File: src/hw/sfc_pkg.sv
/*
 * Shared constants and types of the serial flash controller configuration block.
 * Operation list, register byte addresses, field positions, reset values,
 * serial clock timing and the serial master state encoding.
 * Assumes a 100 MHz system clock and a 32-bit byte-addressed register bus.
 */
package sfc_pkg;

	// ****************************************************************
	// register byte addresses
	// ****************************************************************
	localparam logic [31:0] SFC_ADDR_SUPPLY = 32'h4000B0A0;
	localparam logic [31:0] SFC_ADDR_BYPASS = 32'h4000B0A4;
	localparam logic [31:0] SFC_ADDR_BASE_PTR = 32'h4001201C;
	localparam logic [31:0] SFC_ADDR_BIT_ORDER = 32'h40012020;
	localparam logic [31:0] SFC_ADDR_LINE_CTRL = 32'h40012024;
	localparam logic [31:0] SFC_ADDR_FSM_VIEW = 32'h40012028;

	// ****************************************************************
	// reset values
	// ****************************************************************
	localparam logic [7:0] SFC_SUPPLY_RST = 8'h01;
	localparam logic [7:0] SFC_BYPASS_RST = 8'h00;
	localparam logic [31:0] SFC_BASE_PTR_RST = 32'h00000000;
	localparam logic [15:0] SFC_BIT_ORDER_RST = 16'h0103;
	localparam logic [15:0] SFC_LINE_CTRL_RST = 16'h0000;
	localparam logic [31:0] SFC_READ_UNMAPPED = 32'h00000000;

	// ****************************************************************
	// field positions
	// ****************************************************************
	localparam int SFC_BO_WDATA_REV = 8;
	localparam int SFC_BO_STATUS_FLIP = 3;
	localparam int SFC_BO_RDATA_REV = 2;
	localparam int SFC_BO_CMD_REV = 1;
	localparam int SFC_BO_BYTE_ORDER = 0;
	localparam logic [15:0] SFC_BIT_ORDER_MASK = 16'h01FF;
	localparam int SFC_LC_FILL_LSB = 8;
	localparam int SFC_LC_FILL_ON = 3;
	localparam int SFC_LC_TOGGLE = 2;
	localparam int SFC_LC_DRIVE1 = 1;
	localparam int SFC_LC_DRIVE0 = 0;
	localparam logic [15:0] SFC_LINE_CTRL_MASK = 16'hFF0F;
	localparam int SFC_FV_SELECT = 12;
	localparam int SFC_FV_SPI_LSB = 8;
	localparam int SFC_FV_FIFO_LSB = 4;
	localparam int SFC_FV_MEM_LSB = 0;

	// ****************************************************************
	// serial timing
	// ****************************************************************
	localparam int SFC_CLK_MHZ = 100;
	localparam int SFC_SCK_HALF_NS = 40;
	localparam int SFC_SCK_HALF_CYC = (SFC_SCK_HALF_NS * SFC_CLK_MHZ + 999) / 1000;
	localparam logic [5:0] SFC_BYTE_BITS = 6'h08;
	localparam logic [5:0] SFC_WORD_BITS = 6'h20;

	// ****************************************************************
	// types
	// ****************************************************************
	typedef enum logic [2:0] {
		SFC_ST_IDLE = 3'h0,
		SFC_ST_SHIFT = 3'h1,
		SFC_ST_HOLD = 3'h3,
		SFC_ST_DESEL = 3'h2
	} sfc_spi_state_t;

	typedef enum logic [1:0] {
		SFC_OP_CMD = 2'h0,
		SFC_OP_WDATA = 2'h1,
		SFC_OP_RDATA = 2'h2,
		SFC_OP_STATUS = 2'h3
	} sfc_op_t;

endpackage

File: src/hw/sfc_ctrl.sv
/*
 * Serial flash controller configuration block: Avalon-MM register slave,
 * serial master shifter with bit-order, byte-order and MOSI fill options,
 * state view, supply gating and bypass.
 * Assumes the sequencer feeding op_* and the FIFO and memory master state
 * inputs run on mclk_i; MISO and the select feedback come from pins.
 */
`timescale 1ns/1ps
module sfc_ctrl
	import sfc_pkg::*;
(
	// clock and reset
	input wire logic mclk_i,
	input wire logic nrst_i,
	// avalon-mm register slave
	input wire logic [31:0] address_i,
	input wire logic read_i,
	input wire logic write_i,
	input wire logic [3:0] byteenable_i,
	input wire logic [31:0] writedata_i,
	output logic [31:0] readdata_o,
	output logic waitrequest_o,
	// operation request from the sequencer
	input wire logic op_valid_i,
	input wire sfc_pkg::sfc_op_t op_kind_i,
	input wire logic [31:0] op_data_i,
	input wire logic op_last_i,
	output logic op_ready_o,
	// received word towards buffers
	output logic rsp_valid_o,
	output sfc_pkg::sfc_op_t rsp_kind_o,
	output logic [31:0] rsp_data_o,
	// other state machines of the controller
	input wire logic [2:0] fifo_state_i,
	input wire logic [1:0] mem_state_i,
	// serial flash pins
	output logic sck_o,
	output logic mosi_o,
	input wire logic miso_i,
	output logic slave_select_line_n_o,
	input wire logic slave_select_line_n_i,
	// system side controls
	output logic flash_supply_en_o,
	output logic bypass_o,
	output logic [31:0] buffer_base_o
);
	// ****************************************************************
	// registers
	// ****************************************************************
	logic [7:0] flash_supply_enable;
	logic [7:0] flash_controller_bypass;
	logic [31:0] buffer_base_pointer;
	logic [15:0] bit_order_options;
	logic [15:0] receive_phase_line_control;
	logic [15:0] fsm_state_view;

	logic bus_req;
	logic bus_commit_wr;
	logic [31:0] rd_mux;
	logic [31:0] be_mask;
	logic [31:0] wr_masked;

	// ****************************************************************
	// serial engine state
	// ****************************************************************
	sfc_spi_state_t state;
	sfc_op_t cur_kind;
	logic cur_last;
	logic [31:0] tx_sh;
	logic [31:0] rx_sh;
	logic [5:0] bit_idx;
	logic [5:0] nbits;
	logic [2:0] div_cnt;
	logic accept;
	logic half_done;
	logic last_bit;
	logic is_read_kind;
	logic [1:0] pin_sync;
	logic miso_s;
	logic select_sync_view;
	logic [2:0] fifo_state_q;
	logic [1:0] mem_state_q;

	logic [31:0] tx_word_ordered;
	logic [31:0] tx_word_flipped;
	logic [7:0] tx_cmd_flipped;
	logic [31:0] next_tx;
	logic [5:0] next_nbits;
	logic [31:0] rx_ordered;
	logic [31:0] rx_flipped;
	logic rx_flip_en;

	// ****************************************************************
	// pin synchronisers
	// ****************************************************************
	sfc_sync2 #(
		.W(2),
		.RST_VAL(2'h0)
	) u_pin_sync (
		.mclk_i(mclk_i),
		.nrst_i(nrst_i),
		.d_i({slave_select_line_n_i, miso_i}),
		.q_o(pin_sync)
	);
	assign miso_s = pin_sync[0];
	assign select_sync_view = pin_sync[1];

	// ****************************************************************
	// avalon-mm slave
	// ****************************************************************
	// waitrequest idles high; one cycle after a request it drops for one
	// cycle, the edge where the master samples it low commits the access
	assign bus_req = read_i || write_i;
	assign bus_commit_wr = write_i && !waitrequest_o;

	always_ff @(posedge mclk_i) begin
		if (!nrst_i) begin
			waitrequest_o <= 1'b1;
		end else begin
			waitrequest_o <= !(bus_req && waitrequest_o);
		end
	end

	always_comb begin
		rd_mux = SFC_READ_UNMAPPED;
		case (address_i)
			SFC_ADDR_SUPPLY: rd_mux = {24'h000000, flash_supply_enable};
			SFC_ADDR_BYPASS: rd_mux = {24'h000000, flash_controller_bypass};
			SFC_ADDR_BASE_PTR: rd_mux = buffer_base_pointer;
			SFC_ADDR_BIT_ORDER: rd_mux = {16'h0000, bit_order_options};
			SFC_ADDR_LINE_CTRL: rd_mux = {16'h0000, receive_phase_line_control};
			SFC_ADDR_FSM_VIEW: rd_mux = {16'h0000, fsm_state_view};
			default: rd_mux = SFC_READ_UNMAPPED;
		endcase
	end

	// read data is captured one edge before the committing edge and stands there
	always_ff @(posedge mclk_i) begin
		if (!nrst_i) begin
			readdata_o <= 32'h00000000;
		end else if (read_i && waitrequest_o) begin
			readdata_o <= rd_mux;
		end
	end

	always_comb begin
		for (int b = 0; b < 4; b++) begin
			be_mask[8*b +: 8] = byteenable_i[b] ? 8'hFF : 8'h00;
		end
	end

	// ****************************************************************
	// register writes
	// ****************************************************************
	always_ff @(posedge mclk_i) begin
		if (!nrst_i) begin
			flash_supply_enable <= SFC_SUPPLY_RST;
			flash_controller_bypass <= SFC_BYPASS_RST;
		end else if (bus_commit_wr && byteenable_i[0]) begin
			if (address_i == SFC_ADDR_SUPPLY) begin
				flash_supply_enable <= {7'h00, writedata_i[0]};
			end
			if (address_i == SFC_ADDR_BYPASS) begin
				flash_controller_bypass <= {7'h00, writedata_i[0]};
			end
		end
	end

	assign wr_masked = writedata_i & be_mask;

	always_ff @(posedge mclk_i) begin
		if (!nrst_i) begin
			buffer_base_pointer <= SFC_BASE_PTR_RST;
		end else if (bus_commit_wr && address_i == SFC_ADDR_BASE_PTR) begin
			buffer_base_pointer <= wr_masked | (buffer_base_pointer & ~be_mask);
		end
	end

	// option bits are stored masked by SFC_BIT_ORDER_MASK and SFC_LINE_CTRL_MASK; other bits read zero
	always_ff @(posedge mclk_i) begin
		if (!nrst_i) begin
			bit_order_options <= SFC_BIT_ORDER_RST;
			receive_phase_line_control <= SFC_LINE_CTRL_RST;
		end else if (bus_commit_wr) begin
			if (address_i == SFC_ADDR_BIT_ORDER) begin
				bit_order_options <= (wr_masked[15:0] | (bit_order_options & ~be_mask[15:0]))
					& SFC_BIT_ORDER_MASK;
			end
			if (address_i == SFC_ADDR_LINE_CTRL) begin
				receive_phase_line_control <= (wr_masked[15:0]
					| (receive_phase_line_control & ~be_mask[15:0]))
					& SFC_LINE_CTRL_MASK;
			end
		end
	end

	// ****************************************************************
	// state view, writes never reach it
	// ****************************************************************
	always_ff @(posedge mclk_i) begin
		if (!nrst_i) begin
			fifo_state_q <= 3'h0;
			mem_state_q <= 2'h0;
		end else begin
			fifo_state_q <= fifo_state_i;
			mem_state_q <= mem_state_i;
		end
	end

	always_comb begin
		fsm_state_view = 16'h0000;
		fsm_state_view[SFC_FV_SELECT] = select_sync_view;
		fsm_state_view[SFC_FV_SPI_LSB +: 3] = state;
		fsm_state_view[SFC_FV_FIFO_LSB +: 3] = fifo_state_q;
		fsm_state_view[SFC_FV_MEM_LSB +: 2] = mem_state_q;
	end

	// ****************************************************************
	// system side outputs
	// ****************************************************************
	always_ff @(posedge mclk_i) begin
		if (!nrst_i) begin
			flash_supply_en_o <= SFC_SUPPLY_RST[0];
			bypass_o <= SFC_BYPASS_RST[0];
			buffer_base_o <= SFC_BASE_PTR_RST;
		end else begin
			flash_supply_en_o <= flash_supply_enable[0];
			bypass_o <= flash_controller_bypass[0];
			buffer_base_o <= buffer_base_pointer;
		end
	end

	// ****************************************************************
	// transmit word preparation
	// ****************************************************************
	// little-endian sends byte 0 first; the shifter always emits bit 31 first
	assign tx_word_ordered = bit_order_options[SFC_BO_BYTE_ORDER]
		? {op_data_i[7:0], op_data_i[15:8], op_data_i[23:16], op_data_i[31:24]}
		: op_data_i;

	sfc_byte_flip #(
		.NBYTES(4)
	) u_flip_wdata (
		.en_i(bit_order_options[SFC_BO_WDATA_REV]),
		.d_i(tx_word_ordered),
		.q_o(tx_word_flipped)
	);

	sfc_byte_flip #(
		.NBYTES(1)
	) u_flip_cmd (
		.en_i(bit_order_options[SFC_BO_CMD_REV]),
		.d_i(op_data_i[7:0]),
		.q_o(tx_cmd_flipped)
	);

	always_comb begin
		next_tx = 32'h00000000;
		next_nbits = SFC_BYTE_BITS;
		case (op_kind_i)
			SFC_OP_CMD: next_tx = {tx_cmd_flipped, 24'h000000};
			SFC_OP_WDATA: begin
				next_tx = tx_word_flipped;
				next_nbits = SFC_WORD_BITS;
			end
			SFC_OP_RDATA: next_nbits = SFC_WORD_BITS;
			SFC_OP_STATUS: next_nbits = SFC_BYTE_BITS;
			default: next_tx = 32'h00000000;
		endcase
	end

	// ****************************************************************
	// receive phase line value
	// ****************************************************************
	// several options set: filler wins, then toggle, drive-high, drive-low
	function automatic logic fill_bit(input logic [5:0] idx, input logic [15:0] lc);
		logic v;
		v = 1'b0;
		if (lc[SFC_LC_FILL_ON]) begin
			v = lc[SFC_LC_FILL_LSB + 7 - int'(idx[2:0])];
		end else if (lc[SFC_LC_TOGGLE]) begin
			v = !idx[0];
		end else if (lc[SFC_LC_DRIVE1]) begin
			v = 1'b1;
		end else if (lc[SFC_LC_DRIVE0]) begin
			v = 1'b0;
		end
		return v;
	endfunction

	assign is_read_kind = (cur_kind == SFC_OP_RDATA) || (cur_kind == SFC_OP_STATUS);
	assign accept = op_valid_i && op_ready_o;
	assign half_done = (div_cnt == 3'(SFC_SCK_HALF_CYC - 1));
	assign last_bit = (bit_idx == nbits - 6'h01);

	// ****************************************************************
	// serial master state machine
	// ****************************************************************
	// mode 0: mosi changes with sck low, miso is taken at the end of the
	// high phase so the two synchroniser stages have settled
	always_ff @(posedge mclk_i) begin
		if (!nrst_i) begin
			state <= SFC_ST_IDLE;
			cur_kind <= SFC_OP_CMD;
			cur_last <= 1'b0;
			tx_sh <= 32'h00000000;
			rx_sh <= 32'h00000000;
			bit_idx <= 6'h00;
			nbits <= SFC_BYTE_BITS;
			div_cnt <= 3'h0;
			sck_o <= 1'b0;
			mosi_o <= 1'b0;
			slave_select_line_n_o <= 1'b1;
			op_ready_o <= 1'b0;
		end else begin
			case (state)
				SFC_ST_IDLE, SFC_ST_HOLD: begin
					op_ready_o <= !flash_controller_bypass[0] && !accept;
					if (accept) begin
						state <= SFC_ST_SHIFT;
						cur_kind <= op_kind_i;
						cur_last <= op_last_i;
						tx_sh <= next_tx;
						nbits <= next_nbits;
						bit_idx <= 6'h00;
						div_cnt <= 3'h0;
						sck_o <= 1'b0;
						slave_select_line_n_o <= 1'b0;
						if (op_kind_i == SFC_OP_RDATA || op_kind_i == SFC_OP_STATUS) begin
							mosi_o <= fill_bit(6'h00, receive_phase_line_control);
						end else begin
							mosi_o <= next_tx[31];
						end
					end else if (state == SFC_ST_HOLD && flash_controller_bypass[0]) begin
						state <= SFC_ST_DESEL;
						div_cnt <= 3'h0;
						slave_select_line_n_o <= 1'b1;
					end
				end
				SFC_ST_SHIFT: begin
					div_cnt <= half_done ? 3'h0 : div_cnt + 3'h1;
					if (half_done && !sck_o) begin
						sck_o <= 1'b1;
					end else if (half_done) begin
						sck_o <= 1'b0;
						rx_sh <= {rx_sh[30:0], miso_s};
						tx_sh <= {tx_sh[30:0], 1'b0};
						if (last_bit) begin
							if (cur_last) begin
								state <= SFC_ST_DESEL;
								slave_select_line_n_o <= 1'b1;
							end else begin
								state <= SFC_ST_HOLD;
								op_ready_o <= !flash_controller_bypass[0];
							end
						end else begin
							bit_idx <= bit_idx + 6'h01;
							mosi_o <= is_read_kind
								? fill_bit(bit_idx + 6'h01, receive_phase_line_control)
								: tx_sh[30];
						end
					end
				end
				SFC_ST_DESEL: begin
					// keeps select high for a half period before the next frame
					div_cnt <= half_done ? 3'h0 : div_cnt + 3'h1;
					mosi_o <= 1'b0;
					if (half_done) begin
						state <= SFC_ST_IDLE;
						op_ready_o <= !flash_controller_bypass[0];
					end
				end
				default: begin
					state <= SFC_ST_IDLE;
					slave_select_line_n_o <= 1'b1;
				end
			endcase
		end
	end

	// ****************************************************************
	// receive word handling
	// ****************************************************************
	assign rx_ordered = bit_order_options[SFC_BO_BYTE_ORDER]
		? {rx_sh[7:0], rx_sh[15:8], rx_sh[23:16], rx_sh[31:24]}
		: rx_sh;
	assign rx_flip_en = (cur_kind == SFC_OP_STATUS)
		? bit_order_options[SFC_BO_STATUS_FLIP]
		: bit_order_options[SFC_BO_RDATA_REV];

	sfc_byte_flip #(
		.NBYTES(4)
	) u_flip_rx (
		.en_i(rx_flip_en),
		.d_i((cur_kind == SFC_OP_STATUS) ? rx_sh : rx_ordered),
		.q_o(rx_flipped)
	);

	// the last miso bit enters rx_sh on the final sample edge, so the word is
	// taken one edge later; cur_kind cannot change before that edge
	logic rsp_pend;

	always_ff @(posedge mclk_i) begin
		if (!nrst_i) begin
			rsp_pend <= 1'b0;
		end else begin
			rsp_pend <= state == SFC_ST_SHIFT && half_done && sck_o && last_bit && is_read_kind;
		end
	end

	always_ff @(posedge mclk_i) begin
		if (!nrst_i) begin
			rsp_valid_o <= 1'b0;
			rsp_kind_o <= SFC_OP_CMD;
			rsp_data_o <= 32'h00000000;
		end else begin
			rsp_valid_o <= 1'b0;
			if (rsp_pend) begin
				rsp_valid_o <= 1'b1;
				rsp_kind_o <= cur_kind;
				rsp_data_o <= (cur_kind == SFC_OP_STATUS)
					? {24'h000000, rx_flipped[7:0]} : rx_flipped;
			end
		end
	end
endmodule // sfc_ctrl

File: src/hw/sfc_sync2.sv
/*
 * Two-stage level synchroniser with a constant reset value.
 * Assumes inputs are levels that stay stable for several system clocks.
 */
`timescale 1ns/1ps
module sfc_sync2 #(
	parameter int W = 1,
	parameter logic [W-1:0] RST_VAL = '0
) (
	// clock and reset
	input wire logic mclk_i,
	input wire logic nrst_i,
	// data
	input wire logic [W-1:0] d_i,
	output logic [W-1:0] q_o
);
	logic [W-1:0] meta;

	// the first stage is read only by the second
	always_ff @(posedge mclk_i) begin
		if (!nrst_i) begin
			meta <= RST_VAL;
			q_o <= RST_VAL;
		end else begin
			meta <= d_i;
			q_o <= meta;
		end
	end
endmodule // sfc_sync2

File: src/hw/sfc_byte_flip.sv
/*
 * Reverses the bit order inside every byte of a word when enabled.
 * Purely combinational; assumes the width is a whole number of bytes.
 */
`timescale 1ns/1ps
module sfc_byte_flip #(
	parameter int NBYTES = 4
) (
	// control
	input wire logic en_i,
	// data
	input wire logic [8*NBYTES-1:0] d_i,
	output logic [8*NBYTES-1:0] q_o
);
	genvar b, i;
	generate
		for (b = 0; b < NBYTES; b++) begin : g_byte
			for (i = 0; i < 8; i++) begin : g_bit
				assign q_o[8*b+i] = en_i ? d_i[8*b+7-i] : d_i[8*b+i];
			end
		end
	endgenerate
endmodule // sfc_byte_flip

File: config.mk
export PLATFORM = sky130hd
export DESIGN_NAME = sfc_ctrl
export DESIGN_NICKNAME = d
export VERILOG_FILES = /design/src/hw/sfc_pkg.sv /design/src/hw/sfc_ctrl.sv /design/src/hw/sfc_sync2.sv /design/src/hw/sfc_byte_flip.sv
export SDC_FILE = /design/constraint.sdc
export NUM_CORES = 1
export LEC_CHECK = 0
export ABC_AREA = 1
export BUFFER_PORTS_ARGS = -buffer_cell sky130_fd_sc_hd__buf_2
export CORE_UTILIZATION = 25
export CTS_BUF_LIST = sky130_fd_sc_hd__clkbuf_2
export DETAILED_ROUTE_END_ITERATION = 16
export SLEW_MARGIN = 20
export SYNTH_ARGS = -nofsm -noshare
export SYNTH_HDL_FRONTEND = slang
export SYNTH_SLANG_ARGS = --single-unit
File: constraint.sdc
create_clock -name mclk_i -period 1.8 [get_ports mclk_i]
set_input_delay 0.18 -clock mclk_i [delete_from_list [all_inputs] [get_ports mclk_i]]
set_output_delay 0.18 -clock mclk_i [all_outputs]
set_load 0.005 [all_outputs]
==> impl.org, run 1 <==
** Floorplan
- Die area :: about 48000 sq um
- Die span in y :: roughly 220 microns
- Cell row count :: 78
- IO Pins :: between 200 and 250
- The total area inside the core boundary comes to 45700 sq um.
- Initial standard-cell utilization of the core :: roughly a quarter
- Die Width :: about 220 microns

** CTS
- The H-tree generated during clock tree synthesis spans 3 levels.
- TritonCTS built the clock tree.
- Clock-pin slew was measured on the worst setup and hold paths at 90 ps.
- Counting every sink on the clock net gives between 200 and 300.
- Clock latency at the later pin of the worst-skew pair :: roughly 940 ps
- Buffer levels on the longest clock path :: 3
- In this run the clock root is driven by a sky130_fd_sc_hd__clkbuf_2.
- Number of buffers created by CTS :: 70

** Global route
- The number of global-route vias before repair came to between 10000 and 15000.
- Entering global routing, the biggest net connects 147 pins.
- GRT overflow :: 0
- Number of antenna violations at the first check in global routing :: 3
- GRT Util Overall :: about 16%
- The first global-routing pass estimated between 60 and 70 mm of wire.

** Final layout
- In the layout the commonest cells are sky130_fd_sc_hd__nand2_1, sky130_fd_sc_hd__dfxtp_1, sky130_fd_sc_hd__buf_2, sky130_fd_sc_hd__a21oi_1, sky130_fd_sc_hd__inv_1.
- The area growth from synthesis to layout is 39.3%.
- The net count of the finished layout is 2216.
- Layout cells sized above 1 :: ~23%
- Fin util :: between 30% and 40%
- Leaving out fill and tap cells, the most frequent cell in the layout is sky130_fd_sc_hd__nand2_1.
- Fill cells in the final layout number between 4000 and 5000.

** Power and ir drop
- Across the VDD grid, the largest voltage drop is roughly 0.47 mV.
- Net switching is approximately a third of the power.
- Total leakage power :: 7.40 nW
- Design internal power :: roughly 9.3 mW
- Power per unit of standard cell area :: about 860 nW/um^2
- Fraction of power consumed by sequential logic :: 43.9%
- Clk pwr share :: a little under a third
- PnR Total Power :: 13.9 mW
- Combinational cells account for ~25% of the total power.
- Sw power :: between 4 and 5 mW

** Setup path
- The worst register-to-register path ends at state[0].
- Endpoint required time on the critical path :: ~2600 ps
- Measured in cells, the most critical reg-to-reg path has a length of 10.
- FF-to-FF setup slack :: 70 ps
- Data arrives at the worst endpoint at 2540 ps.
- Worst reg2reg path startpoint :: bit_idx[1]
- STA classifies the critical path startpoint as an input port.
- Along the worst path, the maximum fanout reaches 9.
- By startpoint and endpoint, the worst setup path is classified as input port to flip-flop.
- Tracing the worst setup path back leads to its startpoint at address_i[0].
- Endpoint kind of the worst setup timing path :: flip-flop

** Timing
- Setup repair after global routing could not meet its margin everywhere.
- Slack of the critical path :: approximately 19 ps
- After routing, the total negative slack on setup checks comes to 0 ps.
- Maximum operating frequency :: 0.562 GHz
- The final-report max-slew violation count came to 0.
- Setup skew after layout :: between 90 and 100 ps
- Portion of the clock cycle consumed by the worst path in the final layout :: between 90% and 100%
- At the pin with the least slew margin, the transition time is about 610 ps.
- The count of final hold-check violations came to 0.
- Worst max-slew margin expressed relative to the limit :: about three fifths
- Setup violation total in the final timing report :: 0
- Shortest period the worst path allows :: between 1500 and 2000 ps

** Place
- Before CTS, the worst setup slack after placement is -69.2 ps.
- Input and output buffers added on the ports amount to between 200 and 250.
- RD Place Congestion :: between 0.8 and 0.9
- Detailed placement finished with a half-perimeter wire length of approximately 26 mm.

** Yosys
- The cell count after synthesis came out at approximately 1700.
- The number of different library cells used by synthesis comes to 44.
- Number of nets in the synthesized netlist :: approximately 1800
- Number of flip-flops and latches in the synthesized netlist :: 250
- The synthesized netlist occupies a cell area of approximately 12000 sq um.
- The Yosys step of the flow raised 0 warnings.
- In this run the mean area of a mapped cell was ~7 sq um.
- Proportion of synthesized chip area in sequential cells :: a little over two fifths

** Worst hold path
- The tightest min-delay check is of the input port to flip-flop type.

** Route
- Before antenna repair, the detailed router went through 5 iterations.
- In the routed design, unresolved DRC markers number 0.
- Overall via count from detail_route :: about 13000
- Number of DRC violations after detailed-routing iteration 0 :: roughly 820
- Routed wire length :: roughly 40 mm
- After detailed routing, the average wire length per cell comes to between 10 and 15 microns.
- Once detail routing completed, the nets flagged for antenna violations numbered 0.
- Dividing the detail-routed via count by the number of cells gives 4.63.

** Outcome
- The flow ran to the end, and the final reports show no timing, DRC or antenna violations.

** Run
- The tool flagged a number of max-cap violations equal to 0.
==> synth_stat cells (all sizes together) <==
library cell	count	share of area (%)
a211oi	2	0.13
a21oi	207	8.9
a31oi	2	0.11
and2	1	0.054
buf	34	1.7
clkbuf	61	2.0
clkinv	5	0.30
dfxtp	250	43
ha	9	0.97
inv	192	6.2
nand2	425	14
nand3	95	4.5
nand3b	1	0.064
nand4	8	0.43
nor2	103	3.9
nor3	7	0.53
nor4	1	0.054
o211a	2	0.17
o211ai	43	2.8
o21ai	193	8.3
o21bai	18	1.2
o31ai	2	0.13
or2	3	0.16
xnor2	3	0.23
xor2	2	0.15
==> per-stage QoR <==
stage / std cells / hold slack [ps] / instance area (sq um)
global placement: 2443 / 371 / 13600
finish: 2739 / 112 / 16300
floorplan: 1669 / 278 / 11700
CTS: 2725 / 0.668 / 16000
global route: 2738 / 17.8 / 16300
detailed placement: 2443 / 372 / 13600
==> cell type report <==
| class | count | area (sq um) | share of cell area [%] |
|---|---|---|---|
| Inverter | 197 | 774 | 4.76 |
| Antenna cell | 4 | 10.0 | 0.0616 |
| Tap cell | 600 | 751 | 4.62 |
| Multi-Input combinational cell | 1129 | 5680 | 34.9 |
| Sequential cell | 250 | 5030 | 30.9 |
| Clock inverter | 10 | 123 | 0.754 |
| Clock buffer | 105 | 526 | 3.23 |
| Timing Repair Buffer | 444 | 3370 | 20.7 |
==> layer usage <==
metal  vias to the layer above  GRT usage [%]  routed length [microns]
met3                        84           3.77                     2490
met4                         0           7.60                     1090
met5                         -              0                        0
met2                       375           26.4                    18600
li1                       6322              -                        -
met1                      5904           20.1                    17700
==> cells by family (layout without fill, tap and decap cells) <==
| kind of cell | count (synthesis) | count (layout) | share of synthesized area (%) |
|---|---|---|---|
| simple gates | 644 | 646 | 23.9 |
| compound gates | 469 | 469 | 21.7 |
| buf+inv | 292 | 756 | 10.2 |
| flops | 250 | 250 | 42.9 |
| fa+ha+maj | 9 | 9 | 0.965 |
| xor+xnor | 5 | 5 | 0.375 |
| other cells | 0 | 4 | 0 |
==> worst min-delay path by stage <==
stage                         start         endpoint  depth (start not counted)
finish               writedata_i[6]        flip-flop                          4
global route         writedata_i[6]        flip-flop                          4
CTS                  writedata_i[8]        flip-flop                          4
detailed placement   mem_state_i[1]   mem_state_q[1]                          3
global placement     mem_state_i[1]   mem_state_q[1]                          3
floorplan           fifo_state_i[0]  fifo_state_q[0]                          2
==> worst max-delay path: stages <==
cell	delay, ps
sky130_fd_sc_hd__dlygate4sd3_1	540
sky130_fd_sc_hd__buf_2	120
sky130_fd_sc_hd__inv_1	50
sky130_fd_sc_hd__nand2_1	110
sky130_fd_sc_hd__dlygate4sd3_1	640
sky130_fd_sc_hd__nor2_2	160
sky130_fd_sc_hd__nand2_2	90
sky130_fd_sc_hd__nor2_2	80
sky130_fd_sc_hd__buf_4	170
sky130_fd_sc_hd__nand2_1	120
sky130_fd_sc_hd__nor3_2	170
sky130_fd_sc_hd__o211ai_1	100
==> power by group through the flow <==
stage / registers, mW / clock network (mW) / logic (mW)
after floorplan: 6.16 / 0 / 1.74
after global placement: 6.21 / 0 / 2.55
after detailed placement: 6.21 / 0 / 2.62
after CTS: 6.11 / 4.63 / 3.11
after global routing: 6.17 / 4.93 / 3.78
final: 6.12 / 4.40 / 3.42
==> repair_timing <==
action,4_1_cts,5_1_grt
endpoints found under the hold margin,223,6
cloned,1,5
hold buffers,166,2
setup buffers,0,10
resized for setup,15,68
pin swaps,1,19
setup endpoints to repair,43,105
Power figures use the tool's default switching activity.
==> run 2, diff against run 1 <==
Settings changed: CAP_MARGIN set to 40.
Clock period 1.8 ns to 1.5 ns, I/O delays scaled along.
==> run 2 against run 1 <==
Compared with the run above:
- the run now ends with negative setup slack left
- setup slack got worse by 250 ps
- via count increased by 6.3%
- first-iteration DRC count rose by 8.3%
- largest cell class unchanged
- largest power group unchanged
- highest routed layer unchanged
==> impl.org, run 2 (same netlist as run 1, synthesis figures left out) <==
** Setup path
- The worst setup path is captured at a flip-flop.
- Endpoint required time on the critical path :: between 2000 and 2500 ps
- CP arrival :: roughly 2500 ps
- The worst setup path is of the flip-flop to flip-flop kind.
- Max FO, Critical Path :: 5
- The number of cells on the worst reg-to-reg path is 11.
- The worst setup path is launched from a flip-flop.

** Outcome
- Violated checks :: negative setup slack
- The run finished, with violations left.

** Power and ir drop
- Combinational Power Share :: between 30% and 40%
- Fraction of power consumed by sequential logic :: roughly 40%
- For this design the ratio of total power to cell area is around 980 nW/um^2.
- Design internal power :: 12.0 mW
- Total leakage power :: around 8.5 nW
- VDD sags by at most about 0.67 mV.
- The analysis attributes to net switching a power of 6.69 mW.
- Net switching is between 30 and 40% of the power.
- Clk pwr share :: a little over a quarter

** Route
- The detailed router used layers up to and including met4.
- In the detailed route, the total length drawn on met2 is ~22 mm.
- Once detail routing completed, the nets flagged for antenna violations numbered 0.
- Routed wire length :: 44.5 mm
- The final route contains 13490 vias.
- Dividing the detail-routed via count by the number of cells gives 4.73.
- The first routing iteration left 889 violations.
- For this run, design rule violations remaining after detail routing come to 0.
- Dividing the detail-routed wire length by the instance count gives roughly 16 microns.
- In the final routing, the length of wire on met1 measures 18.7 mm.
- Detailed-router iteration count before antenna repair :: 5
- Summed over all nets, wire length on met3 after detailed routing comes to roughly 2.7 mm.

** Global route
- Number of antenna violations at the first check in global routing :: 3
- Maximum number of pins on one net before global-route repair :: 83
- The first global-routing pass estimated 66.4 mm of wire.
- For this run the aggregate overflow at the end of global routing stands at 0.
- The number of global-route vias before repair was roughly 13000.
- GRT Util Overall :: between 10% and 20%

** Timing
- After layout, the minimum clock period comes to about 1700 ps.
- Final Hold Vio Count :: 0
- Setup violations remaining at the end of the flow were counted as 134.
- Setup repair after global routing missed its margin :: true
- Setup skew after layout :: slightly above 80 ps
- Maximum operating frequency :: 0.579 GHz
- The final-report max-slew violation count came to 0.
- Final hold slack :: 23.2 ps
- Measured against its own limit, the worst slew margin works out to between 60 and 70%.
- At the pin with the least slew margin, the transition time is around 460 ps.
- Slack of the critical path :: -226 ps
- Portion of the clock cycle consumed by the worst path in the final layout :: 115%
- Summed negative setup slack over all endpoints :: -13860 ps

** Floorplan
- Initial standard-cell utilization of the core :: between 20% and 30%
- Die Width :: 218 microns
- The floorplan step defined a die boundary enclosing roughly 48000 sq um.
- Measured along the y axis, the die boundary spans about 220 microns.
- Cell row count :: approximately 80
- IO Pins :: between 200 and 250
- Core area :: 45700 sq um

** CTS
- Number of buffers created by CTS :: 70
- Clock latency at the later pin of the worst-skew pair :: 910 ps
- The tree is rooted in a sky130_fd_sc_hd__clkbuf_2.
- The H-tree generated during clock tree synthesis spans 3 levels.
- Clock-pin slew was measured on the worst setup and hold paths at approximately 100 ps.
- TritonCTS clock tree :: done
- Buffer levels on the longest clock path :: 3
- Number of clock sinks :: 250

** Place
- RD Place Congestion :: between 0.8 and 0.9
- After legalization and detailed placement, the total HPWL measured between 20 and 30 mm.
- Area post-placement :: around 14000 sq um
- IO buf count :: between 200 and 250

** Final layout
- The net count of the finished layout is 2327.
- Leading cell type in the layout, fill and taps excluded :: sky130_fd_sc_hd__nand2_1
- The library cells used most frequently in the layout, excluding fill and tap cells, are sky130_fd_sc_hd__nand2_1, sky130_fd_sc_hd__inv_1, sky130_fd_sc_hd__buf_2, sky130_fd_sc_hd__dlygate4sd3_1, sky130_fd_sc_hd__dfxtp_1.
- After routing the design area is 19100 sq um.
- Relative to the synthesized area, the layout overhead comes to 63.5%.
- Of the cells placed in the final design, the portion with a size suffix greater than 1 is around two fifths.

** Run
- Max-cap violations in this run came to 0.

** Worst hold path
- Number of instances on the worst hold path :: 10
- Worst min-delay path category :: input port to flip-flop
## run 2: stage by stage
stage | setup WS [ps] | instances | power [mW] | utilization, %
CTS | -238 | 2819 | 18.0 | 39.0
finish | -226 | 2854 | 18.7 | 41.8
detailed placement | -224 | 2489 | 10.9 | 30.6
global placement | -158 | 2489 | 10.9 | 30.6
floorplan | -35.8 | 1669 | 9.59 | -
global route | -304 | 2854 | 19.8 | 41.8
## run 2: path summary, 6_finish.rpt
kind | from | endpoint | slack, ps
worst min register to register | u_pin_sync.meta[0] | u_pin_sync.q_o[0] | 430
worst min-delay path | address_i[10] | flip-flop | 20
worst max register to register | state[0] | tx_sh[13] | -230
worst max-delay path | state[0] | tx_sh[13] | -230
## run 2: timing repair
action,CTS,global route
cloned,16,7
setup buffers,36,32
endpoints found under the hold margin,250,16
hold buffers,158,7
pin swaps,58,96
resized for setup,375,267
endpoints found under the setup margin,227,281
## run 2: routing by layer
metal,vias up,GRT usage [%]
li1,6587,-
met1,6374,21.1
met2,440,29.2
met3,89,4.18
met4,0,6.85
met5,-,0
## run 2: worst max-delay path, cell delays in order (launching register included)
cell and delay [ps]:
sky130_fd_sc_hd__dfxtp_2 340, sky130_fd_sc_hd__buf_6 120, sky130_fd_sc_hd__ha_4 170, sky130_fd_sc_hd__clkinv_4 70, sky130_fd_sc_hd__nor3_4 40, sky130_fd_sc_hd__buf_6 110, sky130_fd_sc_hd__nor2_4 140, sky130_fd_sc_hd__nand2_8 100
sky130_fd_sc_hd__buf_12 160, sky130_fd_sc_hd__buf_16 140, sky130_fd_sc_hd__a21oi_2 90, sky130_fd_sc_hd__a21oi_1 70
## run 2: layout make-up
cell class | instances | area (sq um)
timing repair inverter | 3 | 40.0
fill | 4430 | 26600
timing repair buffer | 552 | 5030
sequential | 250 | 5150
clock buffer | 104 | 520
multi-input combinational | 1129 | 6660
tap | 600 | 751
clock inverter | 16 | 96.3
inverter | 197 | 815
antenna | 3 | 7.51
## run 2: power groups by stage
| stage | clock network, mW | logic (mW) | registers [mW] |
|---|---|---|---|
| floorplan | 0 | 2.18 | 7.41 |
| global placement | 0 | 3.42 | 7.43 |
| detailed placement | 0 | 3.49 | 7.44 |
| CTS | 5.17 | 5.49 | 7.39 |
| global route | 5.60 | 6.68 | 7.48 |
| finish | 5.03 | 6.22 | 7.43 |
